$ cat src/logic/utxb_pkg.sv
package utxb_pkg;
    // register offsets
    localparam logic [1:0] UTXB_ADDR_DATA   = 2'h0;
    localparam logic [1:0] UTXB_ADDR_STATUS = 2'h1;
    localparam logic [1:0] UTXB_ADDR_CTRL   = 2'h2;
    localparam logic [1:0] UTXB_ADDR_FMT    = 2'h3;
    // status_register_a fields
    localparam int UTXB_ST_PERR  = 2;
    localparam int UTXB_ST_OVR   = 3;
    localparam int UTXB_ST_FERR  = 4;
    localparam int UTXB_ST_EMPTY = 5;
    localparam int UTXB_ST_TXC   = 6;
    localparam int UTXB_ST_RXC   = 7;
    // control_register_b fields
    localparam int UTXB_CT_TX9   = 0;
    localparam int UTXB_CT_RX9   = 1;
    localparam int UTXB_CT_TX_ENABLE_BIT  = 3;
    localparam int UTXB_CT_RXEN  = 4;
    localparam int UTXB_CT_EMPIE = 5;
    localparam int UTXB_CT_TXCIE = 6;
    // format register fields
    localparam int UTXB_FM_SIZE  = 0;
    localparam int UTXB_FM_PODD  = 3;
    localparam int UTXB_FM_PEN   = 4;
    localparam int UTXB_FM_STOP2 = 5;
    localparam int UTXB_FM_SYNC  = 6;
    localparam logic [2:0] UTXB_SIZE_NINE = 3'h7;
    localparam logic [7:0] UTXB_CTRL_RST  = 8'h00;
    localparam logic [7:0] UTXB_FMT_RST   = 8'h06;
    localparam int UTXB_FIFO_DEPTH = 2;
    localparam int UTXB_BAUD_DIV   = 16;
    typedef enum logic [1:0] {
        UTXB_TX_IDLE  = 2'b00,
        UTXB_TX_SHIFT = 2'b01,
        UTXB_TX_STOP  = 2'b11
    } utxb_tx_state_t;
    typedef enum logic [1:0] {
        UTXB_RX_IDLE = 2'b00,
        UTXB_RX_BITS = 2'b01,
        UTXB_RX_STOP = 2'b11
    } utxb_rx_state_t;
endpackage

$ cat src/logic/utxb_rx_fifo.sv
`timescale 1ns/1ps
module utxb_rx_fifo #(
    parameter int WIDTH = 12,
    parameter int DEPTH = 2
) (
    input  wire logic             ref_clk,
    input  wire logic             srst,
    input  wire logic             flush,
    input  wire logic             wrEn,
    input  wire logic [WIDTH-1:0] wrData,
    input  wire logic             rdEn,
    output logic      [WIDTH-1:0] rdData_r,
    output logic                  full_r,
    output logic                  empty_r
);
    localparam int AW = (DEPTH > 1) ? $clog2(DEPTH) : 1;
    logic [WIDTH-1:0] mem [DEPTH];
    logic [AW-1:0]    wrPtr_r;
    logic [AW-1:0]    rdPtr_r;
    logic [AW:0]      count_r;
    logic [AW:0]      count_nxt;
    logic             doWr;
    logic             doRd;
    logic [AW-1:0]    rdNext;

    function automatic logic [AW-1:0] bump(input logic [AW-1:0] p);
        return (p == AW'(DEPTH - 1)) ? '0 : p + 1'b1;
    endfunction

    assign doRd   = rdEn && !empty_r;
    assign doWr   = wrEn && (!full_r || doRd);
    assign rdNext = doRd ? bump(rdPtr_r) : rdPtr_r;

    always_comb begin
        count_nxt = count_r;
        if (doWr && !doRd) begin
            count_nxt = count_r + 1'b1;
        end else if (doRd && !doWr) begin
            count_nxt = count_r - 1'b1;
        end
    end

    always_ff @(posedge ref_clk) begin
        if (doWr) begin
            mem[wrPtr_r] <= wrData;
        end
    end

    always_ff @(posedge ref_clk) begin
        if (srst || flush) begin
            wrPtr_r  <= '0;
            rdPtr_r  <= '0;
            count_r  <= '0;
            full_r   <= 1'b0;
            empty_r  <= 1'b1;
            rdData_r <= '0;
        end else begin
            wrPtr_r <= doWr ? bump(wrPtr_r) : wrPtr_r;
            rdPtr_r <= rdNext;
            count_r <= count_nxt;
            full_r  <= (count_nxt == (AW+1)'(DEPTH));
            empty_r <= (count_nxt == '0);
            // head word registered; write-through when empty
            if (count_nxt == '0) begin
                rdData_r <= '0;
            end else if (doWr && (count_r == '0 ||
                         (doRd && count_r == 1))) begin
                rdData_r <= wrData;
            end else begin
                rdData_r <= mem[rdNext];
            end
        end
    end
endmodule

$ cat src/logic/utxb_uart.sv
// Decided for this implementation: the placing of the registers and strobed register access.
`timescale 1ns/1ps
// Notes on behaviour
// nine-bit characters carry a ninth bit both ways for protocol use
// buffer-empty flag is set while the transmit buffer holds nothing
// software writes zero to the buffer-empty position of the status reg
// empty interrupt is flag and enable and global enable, as a level
// writing the data register clears buffer-empty; handler must refill
// complete flag sets when frame is out and buffer is empty
// complete flag clears on interrupt taken or on writing one
// complete interrupt raised while complete flag and its enable are set; the code also requires global enable
// parity over data bits inserted after last data bit before stop
// transmit disable waits until shift register and buffer are empty
// receive enable makes receiver own the serial input pin
// synchronous mode takes bit timing from the external clock pin
// receiver shifts bits to first stop bit, ignores a second one
// at first stop bit the frame moves into the receive buffer
// short characters read back with zeroed upper bits
// fifo stores ninth bit and error flags; data read advances it
// software reads status and ninth bit before the data register
// data read frees its fifo slot at once
// software writes the ninth transmit bit before the low byte
// shift register loads when idle or right after last stop bit
// two-character buffer; start bit while full and waiting sets overrun
// receive-complete follows unread data; disable flushes the buffer
module utxb_uart
    import utxb_pkg::*;
#(
    parameter int BAUD_DIV = UTXB_BAUD_DIV
) (
    input  wire logic       ref_clk,
    input  wire logic       srst,
    input  wire logic [1:0] regAddr,
    input  wire logic [7:0] regWdata,
    input  wire logic       regWr,
    input  wire logic       regRd,
    output logic      [7:0] regRdata_r,
    input  wire logic       globalIrqEn,
    input  wire logic       txcIrqAck,
    output logic            emptyIrq_r,
    output logic            txcIrq_r,
    input  wire logic       serialInPin,
    input  wire logic       extSyncClockPin,
    output logic            serialOut_r,
    output logic            serialOutOe_r,
    output logic            rxPinOwned_r
);
    localparam int DW = $clog2(BAUD_DIV);
    logic [7:0] ctrl_r;
    logic [7:0] fmt_r;
    logic [2:0] rxSync_r;
    logic [2:0] xckSync_r;
    logic       bitTick;
    logic [DW-1:0] baudCnt_r;
    logic [2:0] charSize;
    logic [3:0] dataBits;
    logic       dataWr;
    logic       dataRd;

    assign charSize = fmt_r[UTXB_FM_SIZE +: 3];
    assign dataBits = (charSize == UTXB_SIZE_NINE) ? 4'h9 :
                      (charSize > 3'h3) ? 4'h8 : {1'b0, charSize} + 4'h5;
    assign dataWr = regWr && regAddr == UTXB_ADDR_DATA;
    assign dataRd = regRd && regAddr == UTXB_ADDR_DATA;

    function automatic logic parity9(input logic [8:0] d,
                                     input logic [3:0] n,
                                     input logic odd);
        logic p;
        p = odd;
        for (int i = 0; i < 9; i++) begin
            if (4'(i) < n) begin
                p = p ^ d[i];
            end
        end
        return p;
    endfunction

    // data lsb first, then parity, ones above for the stop bits
    function automatic logic [10:0] txFrame(input logic [8:0] d,
                                           input logic [3:0] n,
                                           input logic       pen,
                                           input logic       odd);
        logic [10:0] f;
        f = '1;
        for (int i = 0; i < 9; i++) begin
            if (4'(i) < n) begin
                f[i] = d[i];
            end
        end
        if (pen) begin
            f[n] = parity9(d, n, odd);
        end
        return f;
    endfunction

    // pin synchronisers; stage 0 read only by stage 1
    always_ff @(posedge ref_clk) begin
        if (srst) begin
            rxSync_r  <= 3'h7;
            xckSync_r <= 3'h0;
        end else begin
            rxSync_r  <= {rxSync_r[1:0], serialInPin};
            xckSync_r <= {xckSync_r[1:0], extSyncClockPin};
        end
    end

    // bit timing: internal divider or external clock edge
    always_ff @(posedge ref_clk) begin
        if (srst || baudCnt_r == DW'(BAUD_DIV - 1)) begin
            baudCnt_r <= '0;
        end else begin
            baudCnt_r <= baudCnt_r + 1'b1;
        end
    end
    assign bitTick = fmt_r[UTXB_FM_SYNC] ?
                     (xckSync_r[1] && !xckSync_r[2]) :
                     (baudCnt_r == DW'(BAUD_DIV - 1));

    // ---------------- transmitter ----------------
    utxb_tx_state_t txState_r;
    logic [8:0] txBuf_r;
    logic       txBufFull_r;
    logic [10:0] txShift_r;
    logic [3:0] txCnt_r;
    logic       txcFlag_r;
    logic       txLoad;
    logic       txLastStop;
    logic       txActive;

    assign txLastStop = txState_r == UTXB_TX_STOP && bitTick && txCnt_r == 0;
    assign txActive   = ctrl_r[UTXB_CT_TX_ENABLE_BIT] || txBufFull_r ||
                        txState_r != UTXB_TX_IDLE;
    assign txLoad = txBufFull_r && bitTick &&
                    (txState_r == UTXB_TX_IDLE || txLastStop);

    always_ff @(posedge ref_clk) begin
        if (srst) begin
            txBuf_r     <= '0;
            txBufFull_r <= 1'b0;
        end else if (dataWr && ctrl_r[UTXB_CT_TX_ENABLE_BIT]) begin
            txBuf_r     <= {ctrl_r[UTXB_CT_TX9], regWdata};
            txBufFull_r <= 1'b1;
        end else if (txLoad) begin
            txBufFull_r <= 1'b0;
        end
    end

    always_ff @(posedge ref_clk) begin
        if (srst) begin
            txState_r <= UTXB_TX_IDLE;
            txShift_r <= '1;
            txCnt_r   <= '0;
        end else if (txLoad) begin
            // data then parity then stop ones, lsb first after start
            txState_r <= UTXB_TX_SHIFT;
            txShift_r <= txFrame(txBuf_r, dataBits, fmt_r[UTXB_FM_PEN],
                                 fmt_r[UTXB_FM_PODD]);
            txCnt_r   <= dataBits + {3'h0, fmt_r[UTXB_FM_PEN]};
        end else if (bitTick) begin
            case (txState_r)
                UTXB_TX_SHIFT: begin
                    txShift_r <= {1'b1, txShift_r[10:1]};
                    if (txCnt_r == 0) begin
                        txState_r <= UTXB_TX_STOP;
                        txCnt_r   <= {3'h0, fmt_r[UTXB_FM_STOP2]};
                    end else begin
                        txCnt_r <= txCnt_r - 1'b1;
                    end
                end
                UTXB_TX_STOP: begin
                    if (txCnt_r == 0) begin
                        txState_r <= UTXB_TX_IDLE;
                    end else begin
                        txCnt_r <= txCnt_r - 1'b1;
                    end
                end
                default: txState_r <= UTXB_TX_IDLE;
            endcase
        end
    end

    // serial output: start bit while loading, then shift lsb
    always_ff @(posedge ref_clk) begin
        if (srst) begin
            serialOut_r   <= 1'b1;
            serialOutOe_r <= 1'b0;
        end else begin
            serialOutOe_r <= txActive;
            if (txLoad) begin
                serialOut_r <= 1'b0;
            end else if (bitTick) begin
                serialOut_r <= txState_r == UTXB_TX_SHIFT ?
                               txShift_r[0] : 1'b1;
            end
        end
    end

    always_ff @(posedge ref_clk) begin
        if (srst) begin
            txcFlag_r <= 1'b0;
        end else if (txLastStop && !txLoad) begin
            txcFlag_r <= 1'b1;
        end else if (txcIrqAck || (regWr && regAddr == UTXB_ADDR_STATUS &&
                     regWdata[UTXB_ST_TXC])) begin
            txcFlag_r <= 1'b0;
        end
    end

    always_ff @(posedge ref_clk) begin
        if (srst) begin
            emptyIrq_r <= 1'b0;
            txcIrq_r   <= 1'b0;
        end else begin
            emptyIrq_r <= !txBufFull_r && ctrl_r[UTXB_CT_EMPIE] &&
                          globalIrqEn;
            txcIrq_r   <= txcFlag_r && ctrl_r[UTXB_CT_TXCIE] &&
                          globalIrqEn;
        end
    end

    // ---------------- receiver ----------------
    utxb_rx_state_t rxState_r;
    logic [8:0] rxShift_r;
    logic       rxPar_r;
    logic [3:0] rxCnt_r;
    logic       rxWaiting_r;
    logic       ovr_r;
    logic [11:0] rxWord;
    logic [11:0] fifoHead;
    logic       fifoFull;
    logic       fifoEmpty;
    logic       rxPush;
    logic       rxIn;
    logic       rxEn;

    assign rxEn   = ctrl_r[UTXB_CT_RXEN];
    assign rxIn   = rxEn ? rxSync_r[2] : 1'b1;
    assign rxPush = rxWaiting_r && !fifoFull;

    always_ff @(posedge ref_clk) begin
        if (srst || !rxEn) begin
            rxState_r <= UTXB_RX_IDLE;
            rxShift_r <= '0;
            rxPar_r   <= 1'b0;
            rxCnt_r   <= '0;
        end else if (bitTick) begin
            case (rxState_r)
                UTXB_RX_IDLE: begin
                    if (!rxIn) begin
                        rxState_r <= UTXB_RX_BITS;
                        rxShift_r <= '0;
                        rxCnt_r   <= '0;
                    end
                end
                UTXB_RX_BITS: begin
                    if (rxCnt_r < dataBits) begin
                        rxShift_r[rxCnt_r] <= rxIn;
                    end else begin
                        rxPar_r <= rxIn;
                    end
                    rxCnt_r <= rxCnt_r + 1'b1;
                    if (rxCnt_r == dataBits - {3'h0,
                                  !fmt_r[UTXB_FM_PEN]}) begin
                        rxState_r <= UTXB_RX_STOP;
                    end
                end
                // second stop bit not awaited
                UTXB_RX_STOP: rxState_r <= UTXB_RX_IDLE;
                default: rxState_r <= UTXB_RX_IDLE;
            endcase
        end
    end

    logic rxStop;
    assign rxStop = bitTick && rxState_r == UTXB_RX_STOP;

    always_ff @(posedge ref_clk) begin
        if (srst || !rxEn) begin
            rxWaiting_r <= 1'b0;
            rxWord      <= '0;
        end else if (rxStop) begin
            rxWaiting_r <= 1'b1;
            rxWord <= {fmt_r[UTXB_FM_PEN] &&
                       parity9(rxShift_r, dataBits, fmt_r[UTXB_FM_PODD]) !=
                       rxPar_r,
                       !rxIn, 1'b0, rxShift_r};
        end else if (rxPush) begin
            rxWaiting_r <= 1'b0;
        end
    end

    always_ff @(posedge ref_clk) begin
        if (srst || !rxEn) begin
            ovr_r <= 1'b0;
        end else if (bitTick && rxState_r == UTXB_RX_IDLE && !rxIn &&
                     fifoFull && rxWaiting_r) begin
            ovr_r <= 1'b1;
        end else if (rxPush) begin
            ovr_r <= 1'b0;
        end
    end

    utxb_rx_fifo #(
        .WIDTH (12),
        .DEPTH (UTXB_FIFO_DEPTH)
    ) uFifo (
        .ref_clk  (ref_clk),
        .srst     (srst),
        .flush    (!rxEn),
        .wrEn     (rxPush),
        .wrData   ({rxWord[11:10], ovr_r, rxWord[8:0]}),
        .rdEn     (dataRd),
        .rdData_r (fifoHead),
        .full_r   (fifoFull),
        .empty_r  (fifoEmpty)
    );

    // ---------------- registers ----------------
    always_ff @(posedge ref_clk) begin
        if (srst) begin
            ctrl_r <= UTXB_CTRL_RST;
            fmt_r  <= UTXB_FMT_RST;
        end else if (regWr && regAddr == UTXB_ADDR_CTRL) begin
            ctrl_r <= regWdata & 8'h79;
        end else if (regWr && regAddr == UTXB_ADDR_FMT) begin
            fmt_r <= regWdata & 8'h7f;
        end
    end

    always_ff @(posedge ref_clk) begin
        if (srst) begin
            rxPinOwned_r <= 1'b0;
        end else begin
            rxPinOwned_r <= rxEn;
        end
    end

    always_ff @(posedge ref_clk) begin
        if (srst) begin
            regRdata_r <= 8'h00;
        end else if (regRd) begin
            case (regAddr)
                // upper bits masked for short characters
                UTXB_ADDR_DATA:
                    regRdata_r <= fifoHead[7:0] &
                                  ~(8'hff << dataBits);
                UTXB_ADDR_STATUS:
                    regRdata_r <= {!fifoEmpty, txcFlag_r, !txBufFull_r,
                                   fifoHead[10], fifoHead[9],
                                   fifoHead[11], 2'h0};
                UTXB_ADDR_CTRL:
                    regRdata_r <= (ctrl_r & 8'h79) |
                                  {6'h0, fifoHead[8], 1'b0};
                UTXB_ADDR_FMT: regRdata_r <= fmt_r;
                default: regRdata_r <= 8'h00;
            endcase
        end else begin
            regRdata_r <= 8'h00;
        end
    end

    empty_irq_a: assert property (@(posedge ref_clk) disable iff (srst)
        ##1 (emptyIrq_r == $past(!txBufFull_r && ctrl_r[UTXB_CT_EMPIE]
                                 && globalIrqEn)))
        else $error("empty irq mismatch");
    wr_clears_a: assert property (@(posedge ref_clk) disable iff (srst)
        dataWr && ctrl_r[UTXB_CT_TX_ENABLE_BIT] |=> txBufFull_r)
        else $error("write did not fill buffer");
    txc_set_a: assert property (@(posedge ref_clk) disable iff (srst)
        txLastStop && !txLoad |=> txcFlag_r)
        else $error("complete flag not set");
    txc_clear_a: assert property (@(posedge ref_clk) disable iff (srst)
        txcIrqAck && !txLastStop |=> !txcFlag_r)
        else $error("complete flag not cleared");
    tx_disable_a: assert property (@(posedge ref_clk) disable iff (srst)
        txBufFull_r |=> serialOutOe_r)
        else $error("driver released with pending data");
    rx_own_a: assert property (@(posedge ref_clk) disable iff (srst)
        !rxEn |=> rxState_r == UTXB_RX_IDLE && !rxPinOwned_r)
        else $error("receiver active while disabled");
    rx_flush_a: assert property (@(posedge ref_clk) disable iff (srst)
        !rxEn |=> fifoEmpty)
        else $error("fifo not flushed");
    rx_move_a: assert property (@(posedge ref_clk) disable iff (srst)
        rxStop && rxEn |=> rxWaiting_r)
        else $error("frame not moved");
    short_mask_a: assert property (@(posedge ref_clk) disable iff (srst)
        regRd && regAddr == UTXB_ADDR_DATA && charSize == 3'h0
        |=> regRdata_r[7:5] == 3'h0)
        else $error("upper bits not masked");
    tx_frame_c: cover property (@(posedge ref_clk) txLastStop);
    rx_frame_c: cover property (@(posedge ref_clk) rxPush);
    ovr_c: cover property (@(posedge ref_clk) ovr_r);
endmodule

$ cat config.mk
export PLATFORM = sky130hd
export DESIGN_NAME = utxb_uart
export DESIGN_NICKNAME = d
export VERILOG_FILES = /design/src/logic/utxb_pkg.sv /design/src/logic/utxb_rx_fifo.sv /design/src/logic/utxb_uart.sv
export SDC_FILE = /design/constraint.sdc
export NUM_CORES = 1
export LEC_CHECK = 0
export ABC_AREA = 1
export BUFFER_PORTS_ARGS = -buffer_cell sky130_fd_sc_hd__buf_2
export CAP_MARGIN = 0
export CORE_MARGIN = 3
export CORE_UTILIZATION = 60
export DETAILED_ROUTE_END_ITERATION = 10
export PLACE_DENSITY_LB_ADDON = 0.15
export SETUP_SLACK_MARGIN = 0.15
export SLEW_MARGIN = 5
export SYNTH_ARGS = -nofsm -noshare
export SYNTH_HDL_FRONTEND = slang
export SYNTH_HIERARCHICAL = 1
export SYNTH_SLANG_ARGS = --single-unit
$ cat constraint.sdc
create_clock -name ref_clk -period 3 [get_ports ref_clk]
set_input_delay 0.15 -clock ref_clk [delete_from_list [all_inputs] [get_ports ref_clk]]
set_output_delay 0.15 -clock ref_clk [all_outputs]
set_load 0.005 [all_outputs]
==> results.cfg <==
[clocking]
tritoncts = yes
htreeDepth = 4
clk_pin_slew_ns = 0.06
clockBufferDepth = 2
numCtsBuffers = 17
cts-root-buf = clkbuf_16
worstSkewPairLatency_ns = 0.44
cts.sinks = 134

[worst_setup_path]
crit_fanout = 8
criticalPathCategory = flop to flop
cp_data_required_time_ns = 3.34
cp-start-kind = flop
cp.arrival_ns = 3.03
cp-end-kind = flop

[drt]
drc = 0
drt-initial-drc-count = 548
antenna_left = 0
routed_wirelength_microns = 17100
post_drt_wl_per_cell_microns = 15.5
vias = 6170
first_pass_iters = 5
via_per_inst = 5.58

[timing]
clock_skew_ns = 0.0169
clock.fmax_mhz = 372
worst_pin_slew_ns = 0.840
maxSlewViolCount = 0
tns_ns = 0
rsz0062_at_grt = false
fin_crit_ns = 2.69
max_slew_margin_pct = 43.8
post-route-period-util_pct = 89.6
hold_viol_final = 0
setup_viol = 0

[yosys]
synth_area_leader_cell = dfxtp_1
avgSynthCellArea_sq_um = 7.48
synthCells = 904
syn_area_sq_um = 6760
synth_most_common_cell = nand2_1
yosys_most_used_dff = dfxtp_1
synth_fp_nets = 940
synthTopCellsByCount = 214 x nand2_1, 110 x dfxtp_1, 106 x inv_1, 87 x nor2_1, 66 x nand3_1
yosysWarnings = 6
async_flop_share_pct = 0
synth-seq-area-share_pct = 43.2
synth_edf_count = 24
synth.top_cells.by_area = dfxtp_1 33%, nand2_1 12%, edfxtp_1 11%
yosysUniqueCellTypes = 47
synth_top_area_share_pct = 32.6
synth-seq-cells = 134

[floorplan]
die_h_microns = 112
die-area_sq_um = 12600
start_util_pct = 61.9
io_pins = 31
rows = 38
dieWidth_microns = 112
core_sq_um = 10900

[finish]
drive_gt1_share_pct = 15.6
areaGrowthSynthToFinish_pct = 16.5
antenna_cells = 0
nets = 989
fillers = 836

[placement]
dp_hpwl_microns = 12000
place.port_buffers = 30
gp_congestion = 0.901

[grt]
grt_overflow_total = 0
grt_use_total_pct = 27.5
grt_pass1_vias = 5770
antenna_found_initial = 0
grt_max_degree = 25
grt_pass1_wl_microns = 27600

[pwr]
max-vdd-ir-drop_uv = 474
pwr_density_cell_nw_per_um2 = 561
p_leak_nw = 3.31
total_power_mw = 4.42

[min_path]
hp-class = input port to flop

[status]
status = complete, no violations

[run]
cap_violations = 0
==> per-layer routing <==
layer	GRT usage (%)	share of wire, %	vias to the layer above
met5	0	0	-
met3	5.50	6.2	43
met2	43.9	47	218
met1	36.0	43	2860
li1	-	-	3049
met4	12.7	3.4	0
==> path summary, 6_finish.rpt <==
path | startpoint | to | slack (ns) | depth (start not counted)
max | fmt_r[1] | rxShift_r[5] | 0.31 | 13
min | regWdata[6] | txBuf_r[6] | 0.04 | 3
max reg2reg | fmt_r[1] | rxShift_r[5] | 0.31 | 13
min reg2reg | xckSync_r[0] | xckSync_r[1] | 0.40 | 2
==> cell families after synthesis <==
kind of cell	share of synthesized area, %
buffers and inverters	8.45
adders and majority gates	3.33
DFF	43.2
AOI/OAI and AO/OA	12.7
and+or+nand+nor	31.1
xor gates and xnor gates	1.17
==> final cells by class <==
cell class,count,area [sq um],area share [%]
multi-input cells,629,3330,42.3
flip-flops and latches,134,2920,37.1
clock buffers,21,503,6.38
inverters,118,445,5.65
repair buffers,53,340,4.32
well taps,140,175,2.22
clock inverters,10,164,2.08
==> cell usage in the layout, fill, tap and decap left out, types with 8 or more instances in the layout <==
cell and n:
buf_4 16, nand2_1 213, nand3b_1 15, inv_2 10
dfxtp_1 110, or2_2 12, nand3_1 66, nor2_1 87
nand4_1 10, edfxtp_1 24, o21ai_0 51, a21oi_1 60
ha_1 15, nor3_1 14, inv_1 105, clkbuf_16 19
a31oi_1 9, a21oi_2 8, buf_2 30, nand2_2 12
==> registers in the layout, indices dropped and copies added (netlist names), 2 cells and up <==
register        flops
ctrl_r              5
txState_r           2
regRdata_r          8
rxWord             11
rxSync_r            3
baudCnt_r           4
uFifo/rdData_r     12
fmt_r               7
txShift_r          11
xckSync_r           3
rxShift_r           9
txBuf_r             9
uFifo/mem          24
txCnt_r             4
uFifo/count_r       2
rxCnt_r             4
rxState_r           2
==> worst max-delay path: stages (launching register included) <==
cell and delay, ns:
dfxtp_1 0.44, ha_2 0.28, ha_4 0.14, inv_1 0.06
nand2_4 0.12, nand3_4 0.13, ha_1 0.30, o21ai_1 0.07
a21oi_1 0.09, a211oi_2 0.33, o21ai_4 0.16, nor3_4 0.22
nand2_1 0.10, a21oi_1 0.16
==> stage by stage <==
stage               hold slack [ns]  setup slack, ns  area [sq um]  util [%]  instances
finish                       0.0436            0.311          7880      72.1       1105
global route                 0.0425            0.102          7880      72.1       1105
CTS                          0.0259            0.157          7800      71.3       1099
detailed placement            0.345            0.150          7040      64.4       1060
global placement              0.335            0.323          7040      64.4       1060
floorplan                     0.227            0.524          6760         -        904
==> what timing repair did <==
action                                  in CTS  in global routing
gates cloned                                 1                  1
buffers inserted                             0                  5
endpoints found under the hold margin       10                  0
gates resized for setup                      2                  8
hold buffers                                 7                  0
pin swaps                                    1                  5
endpoints found under the setup margin       4                 21
==> report_power, final <==
| group | switching [mW] | leakage (nW) | internal (mW) |
|---|---|---|---|
| Combinational | 0.164 | 1.90 | 0.0832 |
| Clock | 0.779 | 0.326 | 1.53 |
| Sequential | 0.0170 | 1.09 | 1.85 |
No activity file was read; power rests on OpenSTA's default activity.
